## src/pil_defines.svh

```systemverilog
// Constants for the peripheral interrupt logic: source indices, widths,
// reset values and bit positions. Assumes a single 250 MHz clock domain.
`ifndef PIL_DEFINES_SVH
`define PIL_DEFINES_SVH

// Widths
`define PIL_NUM_SRC        30
`define PIL_VEC_W          5
`define PIL_NUM_EP         8
`define PIL_NUM_BUS        7
`define PIL_NUM_DMA        2
`define PIL_CNT_W          16
`define PIL_BYTE_W         8

// Interrupt vector codes, one per source or first code of a group (bus, endpoint IN, OUT); the code is also the bit index
`define PIL_SRC_I2C_TX     0
`define PIL_SRC_I2C_RX     1
`define PIL_SRC_CODEC_TX   2
`define PIL_SRC_CODEC_RX   3
`define PIL_SRC_EXT        4
`define PIL_SRC_DMA0       5
`define PIL_SRC_DMA1       6
`define PIL_SRC_BUS_BASE   7
`define PIL_SRC_EP_IN      14
`define PIL_SRC_EP_OUT     22

// Positions within the USB bus event group
`define PIL_BUS_RESET      0
`define PIL_BUS_SUSPEND    1
`define PIL_BUS_RESUME     2
`define PIL_BUS_SOF        3
`define PIL_BUS_PSEUDO_FRAME_FLAG       4
`define PIL_BUS_SETUP      5
`define PIL_BUS_SETUP_OVERWRITE_FLAG      6

// Reset values and the counter step
`define PIL_FLAG_RST       1'b0
`define PIL_PEND_RST       1'b0
`define PIL_IRQ_N_RST      1'b1
`define PIL_VEC_RST        5'h00
`define PIL_CNT_RST        16'h0000
`define PIL_CNT_ONE        16'h0001

`endif

```

## src/pil_pkg.sv

```systemverilog
// Types shared by the peripheral interrupt logic files.
// Assumes pil_defines.svh is on the include path.
`include "pil_defines.svh"

package pil_pkg;
   typedef logic [`PIL_NUM_SRC-1:0] src_vec_t;
   typedef logic [`PIL_VEC_W-1:0]   vec_code_t;
   typedef logic [`PIL_NUM_EP-1:0]  ep_vec_t;
   typedef logic [`PIL_NUM_BUS-1:0] bus_vec_t;
   typedef logic [`PIL_NUM_DMA-1:0] dma_vec_t;
   typedef logic [`PIL_CNT_W-1:0]   pkt_cnt_t;
   typedef enum logic {DMA_IDLE, DMA_RUN} dma_state_t;
endpackage

```

## src/sticky_bit.sv

```systemverilog
// One sticky bit: set by a hardware event, cleared by a strobe.
// Assumes set and clear come from logic on the same clock.
`timescale 1ns/10ps

module sticky_bit #(
   parameter logic RST_VAL = 1'b0
) (
   input  wire logic ref_clk_i, // 250 MHz clock
   input  wire logic rst_i,     // Async reset, active high
   input  wire logic set_i,     // Event, one-cycle pulse
   input  wire logic clr_i,     // Clear strobe, one-cycle pulse
   output logic      bit_o      // Held bit
);

   logic next_bit;

   // Set beats clear so an event arriving in the clear cycle survives
   assign next_bit = set_i | (bit_o & ~clr_i);

   // State bit
   always_ff @(posedge ref_clk_i or posedge rst_i) begin
      if (rst_i) begin
         bit_o <= RST_VAL;
      end else begin
         bit_o <= next_bit;
      end
   end

endmodule

```

## src/ext_irq_sync.sv

```systemverilog
// Synchroniser and falling-edge detector for the external interrupt pin.
// Assumes the pin is asynchronous to ref_clk_i and active low.
`timescale 1ns/10ps

module ext_irq_sync (
   input  wire logic ref_clk_i,  // 250 MHz clock
   input  wire logic rst_i,      // Async reset, active high
   input  wire logic ext_irq_n_i, // External interrupt pin, active low
   output logic      fall_o      // One-cycle pulse on a new low level
);

   logic meta_n;
   logic sync_n;
   logic last_n;

   // Two-stage synchroniser, then one stage of history; reset as idle high
   always_ff @(posedge ref_clk_i or posedge rst_i) begin
      if (rst_i) begin
         meta_n <= 1'b1;
         sync_n <= 1'b1;
         last_n <= 1'b1;
      end else begin
         meta_n <= ext_irq_n_i;
         sync_n <= meta_n;
         last_n <= sync_n;
      end
   end

   // Only a high-to-low move counts, so a pin held low fires once
   assign fall_o = last_n & ~sync_n;

endmodule

```

## src/peripheral_interrupt_logic.sv

```systemverilog
// Interrupt aggregation for the embedded MCU: I2C, codec port, external pin,
// DMA bulk OUT completion, USB endpoint and USB bus events.
// Assumes all strobes except the external pin come from logic on ref_clk_i.
// Codes double as pending bit indices.
`timescale 1ns/10ps
`include "pil_defines.svh"

module peripheral_interrupt_logic (
   input  wire logic                ref_clk_i,              // 250 MHz clock
   input  wire logic                rst_i,                  // Global reset, async, active high

   // I2C interface events
   input  wire logic                i2c_tx_wr_i,            // MCU wrote i2c_tx_data_reg
   input  wire logic                i2c_tx_done_i,          // Byte shifted onto the bus
   input  wire logic                i2c_rx_byte_i,          // Byte landed in i2c_rx_data_reg
   input  wire logic                i2c_rx_rd_i,            // MCU read i2c_rx_data_reg
   output logic                     i2c_tx_empty_flag_o,    // tx_empty_flag of i2c_ctrl_status_reg
   output logic                     i2c_rx_full_flag_o,     // rx_full_flag of i2c_ctrl_status_reg

   // Codec port secondary channel events
   input  wire logic                codec_tx_start_i,       // Address written with write direction
   input  wire logic                codec_tx_taken_i,       // Codec accepted the word
   input  wire logic                codec_rx_word_i,        // Secondary word received
   input  wire logic                codec_rx_rd_i,          // MCU read the received word
   output logic                     codec_tx_empty_flag_o,  // tx_empty_flag of codec_ctrl_status_reg
   output logic                     codec_rx_full_flag_o,   // rx_full_flag of codec_ctrl_status_reg
   input  wire logic [3:0]          periph_mask_i,          // 1 enables: i2c tx, i2c rx, codec tx, rx

   // External interrupt
   input  wire logic                ext_irq_n_i,            // ext_irq_n pin, active low
   input  wire logic                ext_irq_en_i,           // Enable bit of global_ctrl_reg

   // DMA bulk OUT software handshake
   input  wire pil_pkg::pkt_cnt_t   bulk_packet_count_i,    // bulk_packet_count_high/low joined
   input  wire pil_pkg::dma_vec_t   dma_sw_bulk_i,          // Channel in bulk OUT software handshake
   input  wire pil_pkg::dma_vec_t   dma_start_i,            // Arm channel, one-cycle pulse
   input  wire pil_pkg::dma_vec_t   dma_pkt_done_i,         // Bulk OUT packet handled
   output pil_pkg::dma_vec_t        dma_run_o,              // Channel still running

   // USB endpoints
   input  wire pil_pkg::ep_vec_t    ep_in_ok_i,             // IN transaction succeeded
   input  wire pil_pkg::ep_vec_t    ep_out_ok_i,            // OUT transaction succeeded
   input  wire pil_pkg::ep_vec_t    ep_in_mask_i,           // 1 enables IN endpoint interrupt
   input  wire pil_pkg::ep_vec_t    ep_out_mask_i,          // 1 enables OUT endpoint interrupt
   output pil_pkg::ep_vec_t         ep_in_status_o,         // Read-only IN status
   output pil_pkg::ep_vec_t         ep_out_status_o,        // Read-only OUT status

   // USB bus events: reset, suspend, resume, sof, pseudo sof, setup
   input  wire logic [5:0]          usb_bus_evt_i,          // One-cycle pulses, setup in bit 5
   input  wire pil_pkg::bus_vec_t   usb_bus_mask_i,         // 1 enables, overwrite in bit 6
   output pil_pkg::bus_vec_t        usb_bus_status_o,       // bus_reset_flag .. setup_overwrite_flag

   // Interrupt vector register
   input  wire logic                ivec_wr_i,              // MCU writes vector register
   input  wire pil_pkg::vec_code_t  ivec_code_i,            // Code of the source to clear
   output pil_pkg::vec_code_t       ivec_o,                 // Highest-priority pending code
   output logic                     mcu_irq_input_a_n_o     // Request to the MCU, active low
);
   import pil_pkg::*;

   // Source sets, clears and held pending bits
   src_vec_t   src_set;
   src_vec_t   src_clr;
   src_vec_t   src_pend;
   src_vec_t   src_en;
   src_vec_t   src_active;

   // Event helpers
   logic       ext_fall;
   logic       setup_pkt;
   logic       setup_held;
   dma_vec_t   dma_fire;

   // Next output values
   vec_code_t  next_ivec;
   logic       next_irq_n;

   // External pin: synchronise and catch each new low level
   // A pin low at reset release fires once
   ext_irq_sync u_ext_sync (
      .ref_clk_i   (ref_clk_i),
      .rst_i       (rst_i),
      .ext_irq_n_i (ext_irq_n_i),
      .fall_o      (ext_fall)
   );

   // I2C transmit-empty: write clears, shifted byte sets
   // Set wins over a same-cycle write
   sticky_bit #(.RST_VAL(`PIL_FLAG_RST)) u_i2c_txe (
      .ref_clk_i (ref_clk_i),
      .rst_i     (rst_i),
      .set_i     (i2c_tx_done_i),
      .clr_i     (i2c_tx_wr_i),
      .bit_o     (i2c_tx_empty_flag_o)
   );

   // I2C receive-full: byte in sets, MCU read clears
   sticky_bit #(.RST_VAL(`PIL_FLAG_RST)) u_i2c_rxf (
      .ref_clk_i (ref_clk_i),
      .rst_i     (rst_i),
      .set_i     (i2c_rx_byte_i),
      .clr_i     (i2c_rx_rd_i),
      .bit_o     (i2c_rx_full_flag_o)
   );

   // Codec transmit-empty: address write clears, codec taking the word sets
   sticky_bit #(.RST_VAL(`PIL_FLAG_RST)) u_codec_txe (
      .ref_clk_i (ref_clk_i),
      .rst_i     (rst_i),
      .set_i     (codec_tx_taken_i),
      .clr_i     (codec_tx_start_i),
      .bit_o     (codec_tx_empty_flag_o)
   );

   // Codec receive-full: word in sets, MCU read clears
   // Shaped like the I2C receive pair
   sticky_bit #(.RST_VAL(`PIL_FLAG_RST)) u_codec_rxf (
      .ref_clk_i (ref_clk_i),
      .rst_i     (rst_i),
      .set_i     (codec_rx_word_i),
      .clr_i     (codec_rx_rd_i),
      .bit_o     (codec_rx_full_flag_o)
   );

   // Setup packet splits into setup or overwrite depending on the held setup bit
   assign setup_pkt  = usb_bus_evt_i[`PIL_BUS_SETUP];
   assign setup_held = src_pend[`PIL_SRC_BUS_BASE + `PIL_BUS_SETUP];

   // Peripheral sources; the flags above are never touched by a vector clear
   assign src_set[`PIL_SRC_I2C_TX]   = i2c_tx_done_i;
   assign src_set[`PIL_SRC_I2C_RX]   = i2c_rx_byte_i;
   assign src_set[`PIL_SRC_CODEC_TX] = codec_tx_taken_i;
   assign src_set[`PIL_SRC_CODEC_RX] = codec_rx_word_i;
   assign src_set[`PIL_SRC_EXT]      = ext_fall;
   // Set by the channel logic below
   assign src_set[`PIL_SRC_DMA0]     = dma_fire[0];
   assign src_set[`PIL_SRC_DMA1]     = dma_fire[1];

   // USB bus events; a setup packet on a held setup bit becomes an overwrite
   // One-cycle pulses from the USB engine
   assign src_set[`PIL_SRC_BUS_BASE + `PIL_BUS_RESET]   = usb_bus_evt_i[`PIL_BUS_RESET];
   assign src_set[`PIL_SRC_BUS_BASE + `PIL_BUS_SUSPEND] = usb_bus_evt_i[`PIL_BUS_SUSPEND];
   assign src_set[`PIL_SRC_BUS_BASE + `PIL_BUS_RESUME]  = usb_bus_evt_i[`PIL_BUS_RESUME];
   assign src_set[`PIL_SRC_BUS_BASE + `PIL_BUS_SOF]     = usb_bus_evt_i[`PIL_BUS_SOF];
   assign src_set[`PIL_SRC_BUS_BASE + `PIL_BUS_PSEUDO_FRAME_FLAG]    = usb_bus_evt_i[`PIL_BUS_PSEUDO_FRAME_FLAG];
   assign src_set[`PIL_SRC_BUS_BASE + `PIL_BUS_SETUP]   = setup_pkt & ~setup_held;
   assign src_set[`PIL_SRC_BUS_BASE + `PIL_BUS_SETUP_OVERWRITE_FLAG]   = setup_pkt & setup_held;

   // Endpoint transactions, one source each
   assign src_set[`PIL_SRC_EP_IN  +: `PIL_NUM_EP] = ep_in_ok_i;
   assign src_set[`PIL_SRC_EP_OUT +: `PIL_NUM_EP] = ep_out_ok_i;

   // Mask bits, 1 lets the source reach the MCU
   assign src_en[`PIL_SRC_I2C_TX]   = periph_mask_i[0];
   assign src_en[`PIL_SRC_I2C_RX]   = periph_mask_i[1];
   assign src_en[`PIL_SRC_CODEC_TX] = periph_mask_i[2];
   assign src_en[`PIL_SRC_CODEC_RX] = periph_mask_i[3];
   assign src_en[`PIL_SRC_EXT]      = ext_irq_en_i;
   // Not maskable; an idle channel never fires
   assign src_en[`PIL_SRC_DMA0]     = 1'b1;
   assign src_en[`PIL_SRC_DMA1]     = 1'b1;
   assign src_en[`PIL_SRC_BUS_BASE +: `PIL_NUM_BUS] = usb_bus_mask_i;
   assign src_en[`PIL_SRC_EP_IN    +: `PIL_NUM_EP]  = ep_in_mask_i;
   assign src_en[`PIL_SRC_EP_OUT   +: `PIL_NUM_EP]  = ep_out_mask_i;

   // One pending bit per source, cleared only by writing its code
   // Codes 30 and 31 clear nothing
   generate
      for (genvar s = 0; s < `PIL_NUM_SRC; s++) begin : g_src
         assign src_clr[s] = ivec_wr_i & (ivec_code_i == vec_code_t'(s));
         sticky_bit #(.RST_VAL(`PIL_PEND_RST)) u_pend (
            .ref_clk_i (ref_clk_i),
            .rst_i     (rst_i),
            .set_i     (src_set[s]),
            .clr_i     (src_clr[s]),
            .bit_o     (src_pend[s])
         );
      end
   endgenerate

   // Masking gates the request and the vector; pending bits keep their state
   assign src_active = src_pend & src_en;

   // Read-only status views equal the pending bits, so they hold until cleared
   assign ep_in_status_o   = src_pend[`PIL_SRC_EP_IN  +: `PIL_NUM_EP];
   assign ep_out_status_o  = src_pend[`PIL_SRC_EP_OUT +: `PIL_NUM_EP];
   assign usb_bus_status_o = src_pend[`PIL_SRC_BUS_BASE +: `PIL_NUM_BUS];

   // DMA channels: count handled bulk OUT packets against the shared count
   generate
      for (genvar c = 0; c < `PIL_NUM_DMA; c++) begin : g_dma
         dma_state_t state;
         dma_state_t next_state;
         pkt_cnt_t   pkt_cnt;
         pkt_cnt_t   next_cnt;
         pkt_cnt_t   cnt_inc;
         logic       pkt_ok;
         logic       last_pkt;
         logic       fire;

         // Packets only count in software handshake bulk OUT mode
         // Count 0 or 1 stops on the first packet
         assign pkt_ok   = dma_pkt_done_i[c] & dma_sw_bulk_i[c];
         assign cnt_inc  = pkt_cnt + `PIL_CNT_ONE;
         assign last_pkt = pkt_ok & (cnt_inc >= bulk_packet_count_i);

         // Next state; a start while running rearms with a fresh count
         always_comb begin
            next_state = state;
            next_cnt   = pkt_cnt;
            fire       = 1'b0;
            case (state)
               DMA_IDLE: begin
                  // Ignored outside software mode
                  if (dma_start_i[c] & dma_sw_bulk_i[c]) begin
                     next_state = DMA_RUN;
                     next_cnt   = `PIL_CNT_RST;
                  end
               end
               DMA_RUN: begin
                  // Restart wins over a packet
                  if (dma_start_i[c]) begin
                     next_cnt = `PIL_CNT_RST;
                  end else if (last_pkt) begin
                     next_state  = DMA_IDLE;
                     next_cnt    = cnt_inc;
                     fire        = 1'b1;
                  end else if (pkt_ok) begin
                     next_cnt = cnt_inc;
                  end
               end
               default: begin
                  // Unused encodings fall back to idle
                  next_state = DMA_IDLE;
                  next_cnt   = `PIL_CNT_RST;
               end
            endcase
         end

         // Channel state registers
         always_ff @(posedge ref_clk_i or posedge rst_i) begin
            if (rst_i) begin
               state   <= DMA_IDLE;
               pkt_cnt <= `PIL_CNT_RST;
            end else begin
               state   <= next_state;
               pkt_cnt <= next_cnt;
            end
         end

         assign dma_run_o[c] = (state == DMA_RUN);
         // Completion pulse, one cycle
         assign dma_fire[c]  = fire;
      end
   endgenerate

   // Lowest code wins the vector; a fixed order keeps firmware dispatch simple
   // Masked sources never block others
   always_comb begin
      next_ivec = `PIL_VEC_RST;
      for (int i = `PIL_NUM_SRC - 1; i >= 0; i--) begin
         if (src_active[i]) begin
            next_ivec = vec_code_t'(i);
         end
      end
   end

   // All sources fold onto the one MCU input
   // Drops two edges after the last clear
   assign next_irq_n = ~(|src_active);

   // Registered request and vector; one cycle late but glitch free
   // Code and request move on one edge
   always_ff @(posedge ref_clk_i or posedge rst_i) begin
      if (rst_i) begin
         ivec_o              <= `PIL_VEC_RST;
         mcu_irq_input_a_n_o <= `PIL_IRQ_N_RST;
      end else begin
         ivec_o              <= next_ivec;
         mcu_irq_input_a_n_o <= next_irq_n;
      end
   end

endmodule

```

## config.mk

```make
export PLATFORM = sky130hd
export DESIGN_NAME = peripheral_interrupt_logic
export DESIGN_NICKNAME = d
export VERILOG_FILES = /design/src/pil_pkg.sv /design/src/sticky_bit.sv /design/src/ext_irq_sync.sv /design/src/peripheral_interrupt_logic.sv
export VERILOG_INCLUDE_DIRS = /design/src /design/src/src
export SDC_FILE = /design/constraint.sdc
export NUM_CORES = 1
export LEC_CHECK = 0
export CORE_MARGIN = 2
export CORE_UTILIZATION = 25
export DETAILED_ROUTE_END_ITERATION = 6
export DONT_BUFFER_PORTS = 1
export PLACE_DENSITY = 0.38
export SLEW_MARGIN = 10
export SYNTH_ARGS = -nofsm -noshare
export SYNTH_HDL_FRONTEND = slang
export SYNTH_SLANG_ARGS = --single-unit
export TNS_END_PERCENT = 5
```

## constraint.sdc

```tcl
create_clock -name ref_clk_i -period 2.8 [get_ports ref_clk_i]
set_clock_uncertainty 0.05 [all_clocks]
set_input_delay 0.84 -clock ref_clk_i [delete_from_list [all_inputs] [get_ports ref_clk_i]]
set_output_delay 0.84 -clock ref_clk_i [all_outputs]
set_load 0.02 [all_outputs]
```

==> report_table.html <==
<table>
<tr><th>Metric</th><th>Value</th></tr>
<tr><th colspan="2">Run status</th></tr>
<tr><td>Result of the run</td><td>finished, final reports clean</td></tr>
<tr><th colspan="2">Yosys</th></tr>
<tr><td>Number of enable flip-flop cells after synthesis</td><td>0</td></tr>
<tr><td>Total standard cell area after synthesis</td><td>0.004979 mm2</td></tr>
<tr><td>Share of flip-flops with an asynchronous set or reset after synthesis</td><td>1.000</td></tr>
<tr><td>Synthesis Warnings</td><td>0</td></tr>
<tr><td>Number of storage elements in the synthesis netlist</td><td>between 70 and 80</td></tr>
<tr><td>Post-Syn Area per Cell</td><td>roughly 9 um2</td></tr>
<tr><td>Syn Inst Count</td><td>around 550</td></tr>
<tr><td>Post-synthesis sequential area ratio</td><td>0.3880</td></tr>
<tr><td>Net count of the mapped netlist</td><td>between 600 and 700</td></tr>
<tr><td>Primary FF master, synth</td><td>sky130_fd_sc_hd__dfrtp_1</td></tr>
<tr><td>Number of distinct library cell variants in the gate-level netlist after synthesis</td><td>54</td></tr>
<tr><th colspan="2">Layout</th></tr>
<tr><td>Commonest non-fill, non-tap cell in the layout</td><td>sky130_fd_sc_hd__nand2_1</td></tr>
<tr><td>Ratio of cells with drive above 1 in the final layout</td><td>0.1026</td></tr>
<tr><td>Syn-to-layout area delta</td><td>12.59%</td></tr>
<tr><td>Net total in the final layout</td><td>between 600 and 700</td></tr>
<tr><td>Number of diodes</td><td>0</td></tr>
<tr><td>Non-Filler Instances</td><td>about 800</td></tr>
<tr><td>Post-route core utilization</td><td>0.2871</td></tr>
<tr><td>Top library cells by usage in the layout, fill and taps aside</td><td>77 x sky130_fd_sc_hd__nand2_1, 71 x sky130_fd_sc_hd__dfrtp_1, 50 x sky130_fd_sc_hd__o21ai_0</td></tr>
<tr><th colspan="2">Pwr</th></tr>
<tr><td>Power density normalized to cell area</td><td>between 400 and 500 mW/mm2</td></tr>
<tr><td>Peak supply drop</td><td>about 250 uV</td></tr>
<tr><td>Clock network fraction of design power</td><td>0.501</td></tr>
<tr><td>Net switching fraction of the power</td><td>0.2373</td></tr>
<tr><td>Proportion of power drawn by flip-flops and latches</td><td>0.422</td></tr>
<tr><td>Switching power total</td><td>approximately 0.00066 W</td></tr>
<tr><td>Lkg Pwr</td><td>2.378 nW</td></tr>
<tr><td>Int Pwr</td><td>about 0.0021 W</td></tr>
<tr><td>Portion of total power attributed to combinational logic</td><td>0.077</td></tr>
<tr><th colspan="2">Setup path</th></tr>
<tr><td>Crit start category</td><td>flip-flop</td></tr>
<tr><td>Path depth of the worst reg2reg path</td><td>9</td></tr>
<tr><td>Crit Reg-Reg Startpoint</td><td>g_dma[1].pkt_cnt[2]</td></tr>
<tr><td>R2R Setup Slk</td><td>roughly 0.22 ns</td></tr>
<tr><td>Setup crit end kind</td><td>flip-flop</td></tr>
<tr><td>Worst EP arrival</td><td>2.81 ns</td></tr>
<tr><td>Stage delay of the slowest cell on the critical path</td><td>~0.46 ns</td></tr>
<tr><td>CP Max Fanout</td><td>5</td></tr>
<tr><td>Start point of the critical path</td><td>g_dma[1].pkt_cnt[2]</td></tr>
<tr><td>Data required time at the worst endpoint</td><td>a little over 3 ns</td></tr>
<tr><td>Setup Crit Path Kind</td><td>flip-flop to flip-flop</td></tr>
<tr><td>Capture point of the worst path</td><td>g_src[6].u_pend.bit_o</td></tr>
<tr><td>Critical-path cell with the highest stage delay</td><td>sky130_fd_sc_hd__dfrtp_1</td></tr>
<tr><td>Reg-to-reg critical path endpoint</td><td>g_src[6].u_pend.bit_o</td></tr>
<tr><td>Worst path cell trace</td><td>nand3_4 &gt; nor4_4 &gt; nand4_2 &gt; xnor2_1 &gt; ha_1 &gt; nand4b_1 &gt; or3_1 &gt; a211oi_2 &gt; a21o_1</td></tr>
<tr><th colspan="2">Min path</th></tr>
<tr><td>Worst hold path type</td><td>flip-flop to flip-flop</td></tr>
<tr><th colspan="2">Timing</th></tr>
<tr><td>Setup TNS Final</td><td>0 ns</td></tr>
<tr><td>Max Clock Freq</td><td>a little under 400 MHz</td></tr>
<tr><td>Ratio of final minimum period to clock period</td><td>0.9214</td></tr>
<tr><td>Actual slew at the worst max-slew pin</td><td>0.6636 ns</td></tr>
<tr><td>Slew Limit Headroom</td><td>0.5542</td></tr>
<tr><td>Number of hold violations in the final report</td><td>0</td></tr>
<tr><td>Final setup violation count</td><td>0</td></tr>
<tr><td>Setup repair after global routing missed its margin</td><td>false</td></tr>
<tr><td>Min Tclk post-route</td><td>~2.6 ns</td></tr>
<tr><td>Number of pins with negative max-slew slack in the final report</td><td>0</td></tr>
<tr><th colspan="2">Route</th></tr>
<tr><td>Initial DRC Count</td><td>138</td></tr>
<tr><td>Count of vias placed by the detailed router</td><td>4,072</td></tr>
<tr><td>Detailed-router iteration count before antenna repair</td><td>4</td></tr>
<tr><td>Detailed-route wire length per cell</td><td>about 18 um</td></tr>
<tr><td>Via-per-instance ratio</td><td>approximately 5.0</td></tr>
<tr><td>Total routed wirelength</td><td>14,520 um</td></tr>
<tr><td>DRC Markers</td><td>0</td></tr>
<tr><td>Post-route antenna net violation count</td><td>0</td></tr>
<tr><th colspan="2">Clock network</th></tr>
<tr><td>Clk Tree Root Cell</td><td>sky130_fd_sc_hd__clkbuf_16</td></tr>
<tr><td>Number of clock sinks seen by CTS</td><td>77</td></tr>
<tr><td>Number of H-tree branching levels</td><td>3</td></tr>
<tr><td>Number of setup buffers added after CTS</td><td>0</td></tr>
<tr><td>Maximum buffer depth of the clock tree</td><td>2</td></tr>
<tr><td>Number of CTS-inserted buffers</td><td>9</td></tr>
<tr><td>TritonCTS clock tree</td><td>done</td></tr>
<tr><td>Clock network latency to the later pin of the worst-skew pair</td><td>around 0.34 ns</td></tr>
<tr><td>Clock slew at the register clock pins of the worst setup and hold paths</td><td>~0.060 ns</td></tr>
<tr><th colspan="2">Floorplan</th></tr>
<tr><td>Initial Util</td><td>0.2550</td></tr>
<tr><td>Rows</td><td>51</td></tr>
<tr><td>Die Wd</td><td>~150 um</td></tr>
<tr><td>Ports placed on the boundary</td><td>approximately 120</td></tr>
<tr><td>Area of the core</td><td>0.01953 mm2</td></tr>
<tr><td>Overall die area</td><td>~0.021 mm2</td></tr>
<tr><td>Die Ht</td><td>145.1 um</td></tr>
<tr><th colspan="2">Global routing</th></tr>
<tr><td>Pin count of the biggest net entering global routing</td><td>37</td></tr>
<tr><td>Wire length of the first global-routing pass</td><td>between 20,000 and 25,000 um</td></tr>
<tr><td>Total GRT Usage</td><td>0.1418</td></tr>
<tr><td>Initial antenna violation count</td><td>0</td></tr>
<tr><td>Via count of the first global-routing pass</td><td>4,201</td></tr>
<tr><td>Sum of overflow across all layers after global routing</td><td>0</td></tr>
<tr><th colspan="2">Placed design</th></tr>
<tr><td>Number of cells after detailed placement</td><td>approximately 800</td></tr>
<tr><td>Final weighted congestion in routability-driven placement</td><td>about 0.81</td></tr>
<tr><td>Post-detail-place hpwl</td><td>~12,000 um</td></tr>
<tr><td>Number of buffer cells added on primary ports</td><td>0</td></tr>
<tr><th colspan="2">Run</th></tr>
<tr><td>Number of maximum-capacitance violations</td><td>0</td></tr>
</table>
-- synthesized netlist by cell type, drive strengths merged, types with 2 or more instances --
master	count	area (um2)
o211ai	5	37.54
nand2	77	289.0
nor4	4	55.05
nand4b	3	26.28
nor2	17	63.81
o31ai	9	67.56
a21oi	17	85.08
o2111ai	2	17.52
a32oi	2	17.52
nor2b	7	43.79
nand2b	18	112.6
or2	2	12.51
a22o	11	96.34
nor3	6	40.04
a21o	22	165.2
inv	26	97.59
dfstp	4	105.1
a31oi	14	87.58
dfrtp	73	1827
a32o	3	30.03
ha	34	425.4
a2111oi	4	35.03
nand3	33	182.7
or3	3	18.77
a211oi	8	65.06
and3	6	37.54
xnor2	20	175.2
a22oi	7	52.55
clkbuf	11	43.79
xor2	8	70.07
o21ai	50	250.2
nand4	6	43.79
buf	26	192.7
-- sequential cells by signal (all words and copies together), names as in the netlist --
name and flops:
u_codec_rxf.bit_o 1, g_src.u_pend.bit_o 30, g_dma.state 2, u_ext_sync.sync_n 1, u_i2c_rxf.bit_o 1, u_i2c_txe.bit_o 1, g_dma.pkt_cnt 32, mcu_irq_input_a_n_o 1
u_codec_txe.bit_o 1, u_ext_sync.meta_n 1, ivec_o 5, u_ext_sync.last_n 1
-- routing by layer --
metal | track usage | share of wire | vias to the layer above
met5 | 0 | 0 | -
met4 | 0.05147 | 0.020 | 0
met3 | 0.04308 | 0.078 | 20
met2 | 0.2364 | 0.48 | 135
met1 | 0.1732 | 0.43 | 1957
li1 | - | - | 1960
-- metrics by stage --
step	power (W)	setup slack (ns)	cell area [um2]	hold slack (ns)
after global placement	0.001403	-0.004920	5210	0.2997
after CTS	0.002819	0.02803	5559	0.3072
after detailed placement	0.001405	0.05169	5210	0.2979
final	0.002768	0.2201	5605	0.3072
after global routing	0.002906	0.01276	5605	0.3101
after floorplan	0.001340	0.3267	4982	0.2952
-- logic make-up (layout without fill, tap and decap cells) --
| logic type | Yosys count | in the layout | synth area share |
|---|---|---|---|
| DFF | 77 | 77 | 0.3880 |
| xor gates and xnor gates | 28 | 28 | 0.04926 |
| buffers and inverters | 63 | 58 | 0.06710 |
| adders and majority gates | 34 | 34 | 0.08545 |
| and+or+nand+nor | 188 | 188 | 0.1960 |
| AOI/OAI and AO/OA | 161 | 161 | 0.2141 |
-- power by group through the flow --
stage               registers [W]  clock network [W]  logic [W]
finish                    0.00117            0.00139   0.000214
CTS                       0.00117            0.00143   0.000219
global placement          0.00119                  0   0.000216
global route              0.00117            0.00149   0.000249
detailed placement        0.00119                  0   0.000217
floorplan                 0.00118                  0   0.000163
-- critical path, delay by kind of cell (launching register included) --
family	cells	cell delay [ns]
and+or+nand+nor	5	1.18
DFF	1	0.46
AOI/OAI and AO/OA	2	0.37
adders and majority gates	1	0.30
xor gates and xnor gates	1	0.17
-- worst min path at each step --
stage | startpoint | end | slack, ns | cells past startpoint
2_1_floorplan | u_ext_sync.meta_n | u_ext_sync.sync_n | 0.30 | 0
3_5_place_dp | u_ext_sync.meta_n | u_ext_sync.sync_n | 0.30 | 0
6_report | u_ext_sync.meta_n | u_ext_sync.sync_n | 0.31 | 0
4_1_cts | u_ext_sync.meta_n | u_ext_sync.sync_n | 0.31 | 0
5_1_grt | u_ext_sync.meta_n | u_ext_sync.sync_n | 0.31 | 0
3_3_place_gp | u_ext_sync.meta_n | u_ext_sync.sync_n | 0.30 | 0
-- cell type report --
class / count / area, um2
repair buffers: 16 / 132.6
inverters: 26 / 101.3
flip-flops and latches: 77 / 1934
clock buffers: 11 / 242.7
clock inverters: 5 / 106.4
well taps: 265 / 331.6
fillers: 2145 / 13920
multi-input cells: 411 / 2756
-- timing repair --
action | 4_1_cts | 5_1_grt
gates resized for setup | 0 | 12
hold buffers | 0 | 0
hold endpoints to repair | 0 | 0
endpoints found under the setup margin | 0 | 4
No activity file was read; power rests on OpenSTA's default activity.
